## config.mk

```make
export PLATFORM = sky130hd
export DESIGN_NAME = pst_timing
export DESIGN_NICKNAME = d
export VERILOG_FILES = /design/src/hdl/pst_pkg.sv /design/src/hdl/pst_cnt_if.sv /design/src/hdl/pst_down_counter.sv /design/src/hdl/pst_timing.sv
export SDC_FILE = /design/constraint.sdc
export NUM_CORES = 1
export LEC_CHECK = 0
export BUFFER_PORTS_ARGS = -buffer_cell sky130_fd_sc_hd__buf_2
export CAP_MARGIN = 5
export CORE_ASPECT_RATIO = 0.5
export CORE_MARGIN = 1.5
export CORE_UTILIZATION = 55
export CTS_CLUSTER_SIZE = 30
export DETAILED_ROUTE_END_ITERATION = 6
export GPL_TIMING_DRIVEN = 0
export MAX_ROUTING_LAYER = met4
export PLACE_DENSITY = 0.82
export SKIP_LAST_GASP = 1
export SLEW_MARGIN = 20
export SYNTH_ARGS = -nofsm -noshare
export SYNTH_HDL_FRONTEND = slang
export SYNTH_SLANG_ARGS = --single-unit
```

## constraint.sdc

```tcl
create_clock -name clk -period 18.5 [get_ports clk]
set_input_delay 3.7 -clock clk [delete_from_list [all_inputs] [get_ports clk]]
set_output_delay 3.7 -clock clk [all_outputs]
set_load 0.1 [all_outputs]
```

## src/hdl/pst_pkg.sv

```systemverilog
// Purpose: constants and types of the pulse and sample timing block
// Assumes: clk at 100 MHz, all timing in 100 ns ticks
// Notes: times are kept in their own unit, tick counts derive from them
package pst_pkg;
  localparam int CLK_NS = 10;
  localparam int TICK_NS = 100;
  localparam int TICK_DIV = TICK_NS / CLK_NS;
  localparam int DIV_W = 4;
  localparam logic [DIV_W-1:0] TICK_LAST = DIV_W'(TICK_DIV - 1);
  localparam int CNT_W = 19;
  localparam int DLY_W = 24;
  localparam int PTS_W = 10;
  localparam int PCT_W = 7;
  localparam int ACC_W = 27;
  localparam int QUO_W = 20;
  localparam int STEP_W = 5;
  localparam int MAX_WIDTH_NS = 40_880_000;
  localparam int MAX_TICKS = MAX_WIDTH_NS / TICK_NS;
  localparam int MIN_RES_NS = 100;
  localparam int RES_MIN_TICKS = (MIN_RES_NS + TICK_NS - 1) / TICK_NS;
  localparam int COARSE_NS = 10_000;
  localparam int COARSE_TICKS = COARSE_NS / TICK_NS;
  localparam int LEAD_INT_RES = 6;
  localparam int LAG_EXT_RES = 3;
  localparam int PCT_FULL = 100;
  localparam int PRP_SWEEP_NS = 30_000_000;
  localparam int PRP_PROF_NS = 3_000_000;
  localparam int PRP_AVG_NS = 1_000_000;
  localparam logic TRIG_IDLE = 1'h1;

  typedef logic [CNT_W-1:0] pst_cnt_type;
  typedef logic signed [DLY_W-1:0] pst_dly_type;
  typedef logic [PTS_W-1:0] pst_pts_type;
  typedef logic [PCT_W-1:0] pst_pct_type;

  localparam pst_cnt_type PRP_SWEEP_DEF = CNT_W'(PRP_SWEEP_NS / TICK_NS);
  localparam pst_cnt_type PRP_PROF_DEF = CNT_W'(PRP_PROF_NS / TICK_NS);
  localparam pst_cnt_type PRP_AVG_DEF = CNT_W'(PRP_AVG_NS / TICK_NS);

  typedef enum logic [2:0] {
    ST_IDLE, ST_DIV, ST_SETUP, ST_HOLD, ST_RUN
  } pst_state_type;
endpackage : pst_pkg

```

## src/hdl/pst_cnt_if.sv

```systemverilog
// Purpose: carrier between the timing control and its tick counters
// Assumes: one clock, tick is a one-cycle enable
// Notes: done is a one-cycle pulse
`timescale 1ns/10ps
interface pst_cnt_if;
  logic tick;
  logic load;
  pst_pkg::pst_cnt_type val;
  logic done;
  modport owner(output tick, output load, output val, input done);
  modport counter(input tick, input load, input val, output done);
endinterface : pst_cnt_if

```

## src/hdl/pst_down_counter.sv

```systemverilog
// Purpose: loadable tick down counter
// Assumes: load and tick from the owner, same clock
// Notes: loaded with N, done pulses after the (N+1)th tick
`timescale 1ns/10ps
module pst_down_counter (
  // clock and reset
  input wire logic clk,
  input wire logic srst,
  // owner side
  pst_cnt_if.counter cnt
);
  import pst_pkg::*;

  pst_cnt_type cntFf, nxt_cnt;
  logic runFf, nxt_run;
  logic doneFf, nxt_done;

  assign cnt.done = doneFf;

  // ==========================================================
  // count
  always_comb begin
    nxt_cnt = cntFf;
    nxt_run = runFf;
    nxt_done = 1'h0;
    if (cnt.load) begin
      nxt_cnt = cnt.val;
      nxt_run = 1'h1;
    end else if (runFf && cnt.tick) begin
      if (cntFf == '0) begin
        nxt_run = 1'h0;
        nxt_done = 1'h1;
      end else begin
        nxt_cnt = cntFf - 1'h1;
      end
    end
  end

  always_ff @(posedge clk) begin
    if (srst) begin
      cntFf <= '0;
      runFf <= 1'h0;
      doneFf <= 1'h0;
    end else begin
      cntFf <= nxt_cnt;
      runFf <= nxt_run;
      doneFf <= nxt_done;
    end
  end
endmodule : pst_down_counter

```

## src/hdl/pst_timing.sv

```systemverilog
// Purpose: pulse generation and sample trigger placement
// Assumes: all inputs synchronous to clk; widths and delays in 100 ns ticks
// Notes: one measurement run covers numPoints points (one if numPoints is zero), then returns idle
`timescale 1ns/10ps
module pst_timing #(
  parameter pst_pkg::pst_cnt_type PRP_SWEEP_TICKS = pst_pkg::PRP_SWEEP_DEF,
  parameter pst_pkg::pst_cnt_type PRP_PROF_TICKS = pst_pkg::PRP_PROF_DEF,
  parameter pst_pkg::pst_cnt_type PRP_AVG_TICKS = pst_pkg::PRP_AVG_DEF
) (
  // clock and reset
  input wire logic clk,
  input wire logic srst,
  // measurement start sources
  input wire logic startInt,
  input wire logic startTtl,
  input wire logic startGet,
  // configuration
  input wire logic extTrig,
  input wire logic profileMode,
  input wire logic avgOn,
  input wire logic pulseActiveHigh,
  input wire pst_pkg::pst_cnt_type pulseWidth,
  input wire pst_pkg::pst_pct_type dutyLimit,
  input wire pst_pkg::pst_dly_type sweepDelay,
  input wire pst_pkg::pst_dly_type profStart,
  input wire pst_pkg::pst_cnt_type profStop,
  input wire pst_pkg::pst_pts_type numPoints,
  // setup handshake and external trigger
  input wire logic setupDone,
  input wire logic extTrigIn,
  // outputs
  output logic modOut,
  output logic sampleTrig,
  output logic tuneReq,
  output logic haltReady,
  output logic busy,
  output logic measDone,
  output pst_pkg::pst_pts_type pointIdx,
  output pst_pkg::pst_cnt_type resPeriod
);
  import pst_pkg::*;

  // ==========================================================
  // counters
  pst_cnt_if leadIf();
  pst_cnt_if widthIf();
  pst_cnt_if sampIf();

  pst_down_counter uLead (.clk(clk), .srst(srst), .cnt(leadIf.counter));
  pst_down_counter uWidth (.clk(clk), .srst(srst), .cnt(widthIf.counter));
  pst_down_counter uSamp (.clk(clk), .srst(srst), .cnt(sampIf.counter));

  function automatic pst_dly_type clampDly(pst_dly_type x, pst_dly_type lo);
    pst_dly_type r;
    r = x;
    if (x < lo) begin
      r = lo;
    end else if (x > pst_dly_type'(MAX_TICKS)) begin
      r = pst_dly_type'(MAX_TICKS);
    end
    return r;
  endfunction : clampDly

  // ==========================================================
  // 10 MHz timebase
  logic [DIV_W-1:0] divFf, nxt_div;
  logic tickFf, nxt_tick;
  logic trigPrevFf;
  logic zeroExt;
  pst_state_type stateFf, nxt_state;

  assign zeroExt = (stateFf == ST_HOLD) && extTrig && trigPrevFf &&
                   !extTrigIn;

  always_comb begin
    nxt_div = divFf + 1'h1;
    nxt_tick = 1'h0;
    if (zeroExt) begin
      // realign the grid to the external time zero
      nxt_div = '0;
    end else if (divFf == TICK_LAST) begin
      nxt_div = '0;
      nxt_tick = 1'h1;
    end
  end

  always_ff @(posedge clk) begin
    if (srst) begin
      divFf <= '0;
      tickFf <= 1'h0;
      trigPrevFf <= TRIG_IDLE;
    end else begin
      divFf <= nxt_div;
      tickFf <= nxt_tick;
      trigPrevFf <= extTrigIn;
    end
  end

  assign leadIf.tick = tickFf;
  assign widthIf.tick = tickFf;
  assign sampIf.tick = tickFf;

  // ==========================================================
  // derived values
  pst_pts_type pts;
  pst_cnt_type span;
  logic [QUO_W-1:0] divisor, trial;
  pst_pct_type duty;
  logic [ACC_W-1:0] target;
  pst_cnt_type prdFloor;
  pst_cnt_type res;
  pst_dly_type minDly, useDly;
  pst_cnt_type preTicks, sampTicks, widthTicks;

  logic [QUO_W-1:0] remFf, nxt_rem, quoFf, nxt_quo;
  logic [STEP_W-1:0] stepFf, nxt_step;
  logic coarseFf, nxt_coarse;
  pst_cnt_type spaceFf, nxt_space;
  pst_dly_type curDlyFf, nxt_curDly;
  pst_pts_type idxFf, nxt_idx;
  logic firstFf, nxt_first;
  logic pendPulseFf, nxt_pendPulse;
  logic pendSampFf, nxt_pendSamp;
  logic pulseOnFf, nxt_pulseOn;
  pst_cnt_type prdCntFf, nxt_prdCnt;
  logic [ACC_W-1:0] accFf, nxt_acc;
  logic prdOk;
  logic modOutFf, nxt_modOut;
  logic sampTrigFf, nxt_sampTrig;
  logic tuneReqFf, nxt_tuneReq;
  logic haltFf, nxt_halt;
  logic busyFf, nxt_busy;
  logic doneFf, nxt_done;

  always_comb begin
    pts = (numPoints == '0) ? PTS_W'(1) : numPoints;
    span = (profStop > pulseWidth) ? profStop : pulseWidth;
    divisor = coarseFf ? QUO_W'(int'(pts) * COARSE_TICKS) : QUO_W'(pts);
    trial = {remFf[QUO_W-2:0], quoFf[QUO_W-1]};
    duty = dutyLimit;
    if (dutyLimit == '0) begin
      duty = PCT_W'(1);
    end else if (dutyLimit > PCT_W'(PCT_FULL)) begin
      duty = PCT_W'(PCT_FULL);
    end
    // zero width runs as one tick, so the duty bound must count it too
    target = ACC_W'((pulseWidth == '0) ? CNT_W'(1) : pulseWidth) *
             ACC_W'(PCT_FULL);
    prdFloor = PRP_SWEEP_TICKS;
    if (profileMode) begin
      prdFloor = avgOn ? PRP_AVG_TICKS : PRP_PROF_TICKS;
    end
    prdOk = firstFf || ((accFf >= target) && (prdCntFf >= prdFloor));
    res = profileMode ? spaceFf : CNT_W'(RES_MIN_TICKS);
    if (extTrig) begin
      minDly = DLY_W'(res) * DLY_W'(LAG_EXT_RES);
    end else begin
      minDly = -(DLY_W'(res) * DLY_W'(LEAD_INT_RES));
    end
    useDly = clampDly(curDlyFf, minDly);
    preTicks = (useDly < 0) ? CNT_W'(-useDly) : '0;
    if (extTrig) begin
      // one tick less: the realigned grid adds a tick after the edge
      sampTicks = CNT_W'(useDly - DLY_W'(1));
    end else begin
      sampTicks = (useDly < 0) ? '0 : CNT_W'(useDly);
    end
    widthTicks = (pulseWidth == '0) ? '0 : pulseWidth - 1'h1;
  end

  // ==========================================================
  // control
  always_comb begin
    nxt_state = stateFf;
    nxt_rem = remFf;
    nxt_quo = quoFf;
    nxt_step = stepFf;
    nxt_coarse = coarseFf;
    nxt_space = spaceFf;
    nxt_curDly = curDlyFf;
    nxt_idx = idxFf;
    nxt_first = firstFf;
    nxt_pendPulse = pendPulseFf;
    nxt_pendSamp = pendSampFf;
    nxt_pulseOn = pulseOnFf;
    nxt_prdCnt = prdCntFf;
    nxt_acc = accFf;
    nxt_sampTrig = 1'h0;
    nxt_tuneReq = 1'h0;
    nxt_halt = haltFf;
    nxt_busy = busyFf;
    nxt_done = 1'h0;
    leadIf.load = 1'h0;
    leadIf.val = preTicks;
    widthIf.load = 1'h0;
    widthIf.val = widthTicks;
    sampIf.load = 1'h0;
    sampIf.val = sampTicks;
    if (tickFf) begin
      if (prdCntFf != '1) begin
        nxt_prdCnt = prdCntFf + 1'h1;
      end
      if (accFf < target) begin
        nxt_acc = accFf + ACC_W'(duty);
      end
    end
    case (stateFf)
      ST_IDLE: begin
        nxt_halt = 1'h1;
        if (startInt || startTtl || startGet) begin
          nxt_busy = 1'h1;
          nxt_idx = '0;
          nxt_first = 1'h1;
          nxt_halt = 1'h0;
          nxt_coarse = 1'h0;
          if (profileMode) begin
            nxt_curDly = profStart;
            nxt_rem = '0;
            nxt_quo = QUO_W'(span) + QUO_W'(pts) - 1'h1;
            nxt_step = '0;
            nxt_state = ST_DIV;
          end else begin
            nxt_curDly = sweepDelay;
            nxt_space = CNT_W'(RES_MIN_TICKS);
            nxt_tuneReq = 1'h1;
            nxt_state = ST_SETUP;
          end
        end
      end
      ST_DIV: begin
        if (stepFf == STEP_W'(QUO_W)) begin
          if (!coarseFf && (quoFf > QUO_W'(COARSE_TICKS))) begin
            nxt_coarse = 1'h1;
            nxt_rem = '0;
            nxt_quo = QUO_W'(span) +
                      QUO_W'(int'(pts) * COARSE_TICKS) - 1'h1;
            nxt_step = '0;
          end else begin
            if (coarseFf) begin
              nxt_space = CNT_W'(quoFf * QUO_W'(COARSE_TICKS));
            end else if (quoFf < QUO_W'(RES_MIN_TICKS)) begin
              nxt_space = CNT_W'(RES_MIN_TICKS);
            end else begin
              nxt_space = CNT_W'(quoFf);
            end
            nxt_coarse = 1'h0;
            nxt_tuneReq = 1'h1;
            nxt_state = ST_SETUP;
          end
        end else begin
          nxt_step = stepFf + 1'h1;
          if (trial >= divisor) begin
            nxt_rem = trial - divisor;
            nxt_quo = {quoFf[QUO_W-2:0], 1'h1};
          end else begin
            nxt_rem = trial;
            nxt_quo = {quoFf[QUO_W-2:0], 1'h0};
          end
        end
      end
      ST_SETUP: begin
        if (setupDone) begin
          nxt_halt = 1'h1;
          nxt_state = ST_HOLD;
        end
      end
      ST_HOLD: begin
        if (extTrig) begin
          if (zeroExt) begin
            sampIf.load = 1'h1;
            nxt_pendSamp = 1'h1;
            nxt_halt = 1'h0;
            nxt_state = ST_RUN;
          end
        end else if (prdOk && tickFf) begin
          // one pulse on the tick grid
          leadIf.load = 1'h1;
          sampIf.load = 1'h1;
          nxt_pendPulse = 1'h1;
          nxt_pendSamp = 1'h1;
          nxt_halt = 1'h0;
          nxt_state = ST_RUN;
        end
      end
      ST_RUN: begin
        // internal time zero and period start
        if (leadIf.done) begin
          nxt_pulseOn = 1'h1;
          widthIf.load = 1'h1;
          nxt_prdCnt = '0;
          nxt_acc = '0;
          nxt_first = 1'h0;
        end
        if (widthIf.done) begin
          nxt_pulseOn = 1'h0;
          nxt_pendPulse = 1'h0;
        end
        if (sampIf.done) begin
          nxt_sampTrig = 1'h1;
          nxt_pendSamp = 1'h0;
        end
        if (!pendPulseFf && !pendSampFf) begin
          nxt_idx = idxFf + 1'h1;
          if (idxFf + 1'h1 == pts) begin
            nxt_done = 1'h1;
            nxt_busy = 1'h0;
            nxt_halt = 1'h1;
            nxt_state = ST_IDLE;
          end else begin
            if (profileMode) begin
              nxt_curDly = curDlyFf + DLY_W'(spaceFf);
            end
            nxt_tuneReq = !profileMode;
            nxt_state = ST_SETUP;
          end
        end
      end
      default: begin
        nxt_state = ST_IDLE;
      end
    endcase
    nxt_modOut = nxt_pulseOn ? pulseActiveHigh : !pulseActiveHigh;
  end

  always_ff @(posedge clk) begin
    if (srst) begin
      stateFf <= ST_IDLE;
      remFf <= '0;
      quoFf <= '0;
      stepFf <= '0;
      coarseFf <= 1'h0;
      spaceFf <= CNT_W'(RES_MIN_TICKS);
      curDlyFf <= '0;
      idxFf <= '0;
      firstFf <= 1'h1;
      pendPulseFf <= 1'h0;
      pendSampFf <= 1'h0;
      pulseOnFf <= 1'h0;
      prdCntFf <= '0;
      accFf <= '0;
      modOutFf <= 1'h0;
      sampTrigFf <= 1'h0;
      tuneReqFf <= 1'h0;
      haltFf <= 1'h1;
      busyFf <= 1'h0;
      doneFf <= 1'h0;
    end else begin
      stateFf <= nxt_state;
      remFf <= nxt_rem;
      quoFf <= nxt_quo;
      stepFf <= nxt_step;
      coarseFf <= nxt_coarse;
      spaceFf <= nxt_space;
      curDlyFf <= nxt_curDly;
      idxFf <= nxt_idx;
      firstFf <= nxt_first;
      pendPulseFf <= nxt_pendPulse;
      pendSampFf <= nxt_pendSamp;
      pulseOnFf <= nxt_pulseOn;
      prdCntFf <= nxt_prdCnt;
      accFf <= nxt_acc;
      modOutFf <= nxt_modOut;
      sampTrigFf <= nxt_sampTrig;
      tuneReqFf <= nxt_tuneReq;
      haltFf <= nxt_halt;
      busyFf <= nxt_busy;
      doneFf <= nxt_done;
    end
  end

  // ==========================================================
  // outputs
  // halt gate out
  assign haltReady = haltFf;
  assign modOut = modOutFf;
  assign sampleTrig = sampTrigFf;
  assign tuneReq = tuneReqFf;
  assign busy = busyFf;
  assign measDone = doneFf;
  assign pointIdx = idxFf;
  assign resPeriod = spaceFf;
endmodule : pst_timing

```

==> results.ini, run 1 <==
[sta]
relSlewSlack_pct=18.3
setup_violations=0
worstMarginPinSlew_ns=1.22
grt_setup_unrepaired=no
fin_tns_setup_ns=0
slew_violations=0
fin_crit_sh_pct=81.1
period_minus_slack_ns=15.00
fin_worst_skew_ns=0.0137
hold_viol=0
fmax_mhz=66.7

[cts]
cts_tree=built
clock-sinks=226
clockBufferDepth=3
cts_setup_buffers=0
ctsHoldBuffers=0
htree_levels=1
clk_pin_slew_ns=0.06
cts-root-buf=clkbuf_16
clk_latency_ns=0.56
cts_buffers=24
cts_resized=0

[synthesis]
synth_flop_cell=dfxtp_1
yosysWarnings=0
ys_types=97
synth_edf_count=0
syn-cell-area_mm2=0.0252
synth_largest_area_cell=dfxtp_1
syn_nets=3841
synth-seq-cells=226
synth_area_per_cell_um2=7.53
netlist_instances=3340
synth_top_area_share_pct=18.0
synthTopCellsByArea=dfxtp_1 (18%), ha_1 (18%), nor2_1 (5.3%)
synth.yosys.seq_area_share_pct=18.0
synthArstFlopShare_pct=0

[floorplanning]
coreArea_mm2=0.0451
start_util_pct=55.7
die_y_um=154
die_w_um=305
rows=55
die-area_mm2=0.0471
ioPinCount=149

[grt]
overflow=0
antenna_found_initial=5
grt_pass1_wl_mm=127
track_usage_pct=34.5
first_global_vias=23800
grt_max_degree=16

[critical_path]
path_class=input pin to flop
cp_num_buf_inv=11
crit_path_start_kind=input pin
cp_max_fo=10
critPathMaxStageDelay_ns=0.76
arrival_ns=15.45
end_kind=flop
cpMaxStageDelayCell=buf_1
required_ns=18.95
cpLargestDelayFamily=buffers and inverters

[detailed_routing]
drt_drc_violations_left=0
wire_per_inst_um=19.6
drt_iter0_drc=2770
dr.pass1.iters=6
route.vias.total=25500
ant_nets=0
totalWireLength_mm=81.0
vias_per_cell=6.18

[placed_design]
place_congestion=1.03
dpl.hpwl_mm=64.7
dp.cells=4084
portBuffers=145

[cells_and_area]
fillerInstances=4040
area_growth_pct=9.33
post_layout_nonfiller_instances=4130
seq_area_mm2=0.00452
drive_gt1_share_pct=7.65
multiInputGateArea_mm2=0.0189
final_cell_mix=nor2_1 (352), ha_1 (352), inv_1 (308)
nets=4014

[pwr]
power_leakage_nw=12.4
peakVddDrop_uv=81.9
p_per_area_mw_per_mm2=120

[flow_run]
cap_violations=0

[worst_hold_path]
hold_path_class=flop to flop

[status]
status=completed

## worst reg2reg max path: cells and delay by family, from the launching register on
kind | cells | cell delay [ns]
AOI/OAI and AO/OA | 11 | 3.32
xor gates and xnor gates | 2 | 0.25
adders and majority gates | 3 | 0.93
buffers and inverters | 4 | 1.50
DFF | 1 | 0.51
muxes | 1 | 0.40
and+or+nand+nor | 10 | 2.16
## path summary, 6_finish.rpt
kind	end	start	depth (start not counted)	slack (ns)
max reg2reg	uSamp.cntFf[14]$_SDFFE_PP0P_	resPeriod[1]$_SDFFE_PP0P_	31	9.30
min reg2reg	sampleTrig$_SDFF_PP0_	uSamp.cnt.done$_SDFF_PP0_	2	0.46
min	sampleTrig$_SDFF_PP0_	uSamp.cnt.done$_SDFF_PP0_	2	0.46
max	uSamp.cntFf[14]$_SDFFE_PP0P_	profileMode	37	3.50
## sequential cells by signal, summed over array words and instances (netlist names), 3 cells and up
name	count
curDlyFf	24
uLead.cntFf	19
uWidth.cntFf	19
accFf	27
quoFf	20
remFf	19
stateFf	3
resPeriod	19
divFf	4
prdCntFf	19
pointIdx	10
uSamp.cntFf	19
stepFf	5
## where the power goes
part           internal (mW)  switching [mW]
combinational          0.789            1.33
clock                  0.299           0.230
sequential             0.543           0.101
## cell type report
class	count	area share, %
Timing Repair Buffer	147	2.68
Clock buffer	30	2.42
Multi-Input combinational cell	2652	68.6
Tap cell	598	2.72
Antenna cell	4	0.0364
Buffer	153	2.26
Clock inverter	11	0.564
Inverter	309	4.22
Sequential cell	226	16.5
## layer usage
layer | vias up | track usage, % | part of all wire [%]
met5 | - | - | 0
met4 | 0 | 11.8 | 3.7
met3 | 192 | 5.34 | 8.8
met2 | 1133 | 56.7 | 46
met1 | 12000 | 43.2 | 42
li1 | 12200 | - | -
## through the flow
step	hold WS (ns)	worst slack (ns)	power, mW	util [%]	instance area, um2
floorplan	0.418	6.19	2.17	-	25200
global placement	0.436	3.07	2.67	59.0	26600
detailed placement	0.433	2.97	2.71	59.0	26700
CTS	0.458	3.50	3.25	60.9	27500
global route	0.470	2.66	3.53	60.9	27500
finish	0.459	3.50	3.29	60.9	27500
## kinds of logic (layout without fill, tap and decap cells)
| group | count (synthesis) | count (layout) | synth area share, % |
|---|---|---|---|
| fa+ha+maj | 387 | 387 | 20.3 |
| buf+inv | 462 | 650 | 7.08 |
| mux | 82 | 82 | 3.35 |
| xor+xnor | 217 | 217 | 7.56 |
| compound gates | 845 | 845 | 22.0 |
| simple gates | 1121 | 1121 | 21.7 |
| flops | 226 | 226 | 18.0 |
| other cells | 0 | 4 | 0 |
## cell usage after synthesis (all sizes together) (73+ instances only)
master and instances:
ha 352, nor2 352, inv 308, nand2 263, a21oi 249, dfxtp 226, o21ai 166, xnor2 138
clkbuf 128, nor3 107, xor2 79, nand3 73
Power figures use the tool's default switching activity.
==> run 2: changes to the inputs <==
- clock period: 18.5 -> 14.22 ns (I/O delays scaled with it)
==> results.ini, run 2 (synthesis results as in run 1) <==
[cells_and_area]
top_regs=accFf x27, curDlyFf x24, quoFf x20
largest_register_ffs=27
nets=4013
largest_register=accFf
fillerInstances=4042
area_growth_pct=9.33
final_cell_mix=nor2_1 (352), ha_1 (352), inv_1 (308)
finish.instance_area_mm2=0.0275
multiInputGateArea_mm2=0.0189
drive_gt1_share_pct=7.68
seq_area_mm2=0.00452

[critical_path]
r2r_start=resPeriod[1]$_SDFFE_PP0P_
path_class=input pin to flop
reg2reg_slack_ns=4.97
arrival_ns=13.65
reg2reg_depth=34
cp_max_fo=19
required_ns=14.61
crit_start=profileMode
cpMaxStageDelayCell=nor4_4
endpoint=uSamp.cntFf[8]$_SDFFE_PP0P_
r2r_end=uSamp.cntFf[8]$_SDFFE_PP0P_
end_kind=flop
path_common_cell=buf_2
crit_path_start_kind=input pin
critPathMaxStageDelay_ns=0.54

[flow_run]
cap_violations=0

[detailed_routing]
wire_per_inst_um=19.6
totalWireLength_mm=81.0
ant_nets=0
vias_per_cell=6.17
drt_iter0_drc=2601
dr.pass1.iters=7
route.vias.total=25500
drt_drc_violations_left=0

[floorplanning]
coreArea_mm2=0.0451
ioPinCount=149
rows=55
die-area_mm2=0.0471
die_y_um=154
start_util_pct=55.7
die_w_um=305

[grt]
antenna_found_initial=5
track_usage_pct=34.5
overflow=0
first_global_vias=23800
grt_max_degree=16
grt_pass1_wl_mm=127

[cts]
cts_setup_buffers=0
cts_tree=built
clockBufferDepth=3
cts_buffers=24
cts-root-buf=clkbuf_16
clk_latency_ns=0.55
htree_levels=1
clock-sinks=226
clk_pin_slew_ns=0.06

[status]
status=completed

[sta]
slew_violations=0
fmax_mhz=75.4
hold_viol=0
fin_tns_setup_ns=0
worstMarginPinSlew_ns=1.20
setup_violations=0
grt_setup_unrepaired=no
relSlewSlack_pct=20.0
fin_crit_sh_pct=93.3
period_minus_slack_ns=13.27
fin_worst_skew_ns=0.0109

[placed_design]
placed_area_mm2=0.0267
place_congestion=1.03
portBuffers=145
dpl.hpwl_mm=64.7

[worst_hold_path]
hold_path_class=flop to flop

[pwr]
power_leakage_nw=12.4
p_per_area_mw_per_mm2=156
peakVddDrop_uv=105

-- run 2: cell types whose count changed in the layout (fill, tap and decap cells not counted) --
cell / previous run / this run
clkbuf_2: 0 / 1
clkbuf_4: 0 / 1
buf_1: 9 / 7
buf_2: 154 / 153
-- run 2: how the worst min path moves through the flow --
stage	start	endpoint	slack, ns	depth (start not counted)
3_5_place_dp	uSamp.cnt.done$_SDFF_PP0_	sampleTrig$_SDFF_PP0_	0.43	2
4_1_cts	uSamp.cnt.done$_SDFF_PP0_	sampleTrig$_SDFF_PP0_	0.46	2
3_3_place_gp	uSamp.cnt.done$_SDFF_PP0_	sampleTrig$_SDFF_PP0_	0.44	2
2_1_floorplan	uSamp.cnt.done$_SDFF_PP0_	sampleTrig$_SDFF_PP0_	0.42	2
6_report	uSamp.cnt.done$_SDFF_PP0_	sampleTrig$_SDFF_PP0_	0.46	2
5_1_grt	uSamp.cnt.done$_SDFF_PP0_	sampleTrig$_SDFF_PP0_	0.47	2
-- run 2: per-layer routing --
metal	share of wire (%)	vias up	track usage, %
met5	0	-	-
met4	3.7	0	11.8
met3	8.5	207	5.34
met2	46	1076	56.7
met1	42	11900	43.2
li1	-	12200	-
-- run 2: through the flow --
step / total power [mW] / cells / hold slack (ns) / util (%) / setup slack, ns
floorplan: 2.82 / 3340 / 0.418 / - / 2.77
global placement: 3.47 / 4083 / 0.436 / 59.0 / -0.357
detailed placement: 3.52 / 4084 / 0.433 / 59.0 / -0.453
CTS: 4.22 / 4125 / 0.458 / 60.9 / 0.0799
global route: 4.59 / 4128 / 0.470 / 60.9 / 0.137
finish: 4.29 / 4129 / 0.460 / 60.9 / 0.953
-- run 2: cell type report --
cell class	count	area share, %
Buffer	152	2.26
Antenna cell	4	0.0364
Timing Repair Buffer	147	2.68
Clock inverter	11	0.564
Inverter	309	4.22
Sequential cell	226	16.5
Multi-Input combinational cell	2652	68.6
Tap cell	598	2.72
Clock buffer	30	2.42
-- run 2: worst max-delay path: cells and delay by family --
family | cells | cell delay [ns]
adder cells (fa/ha/maj) | 3 | 0.93
AND/OR/NAND/NOR | 14 | 3.19
XOR/XNOR | 2 | 0.40
AO/OA/AOI/OAI | 9 | 2.35
buffers and inverters | 11 | 3.89
-- run 2: timing repair --
| action | CTS | global route |
|---|---|---|
| resized for setup | 0 | 3 |
| endpoints found under the setup margin | 0 | 19 |
| hold buffers | 0 | 0 |
-- run 2: power breakdown --
| group | switching (mW) | leakage, nW | internal [mW] |
|---|---|---|---|
| clock network | 0.297 | 0.398 | 0.389 |
| registers | 0.132 | 1.83 | 0.706 |
| logic | 1.74 | 10.1 | 1.03 |
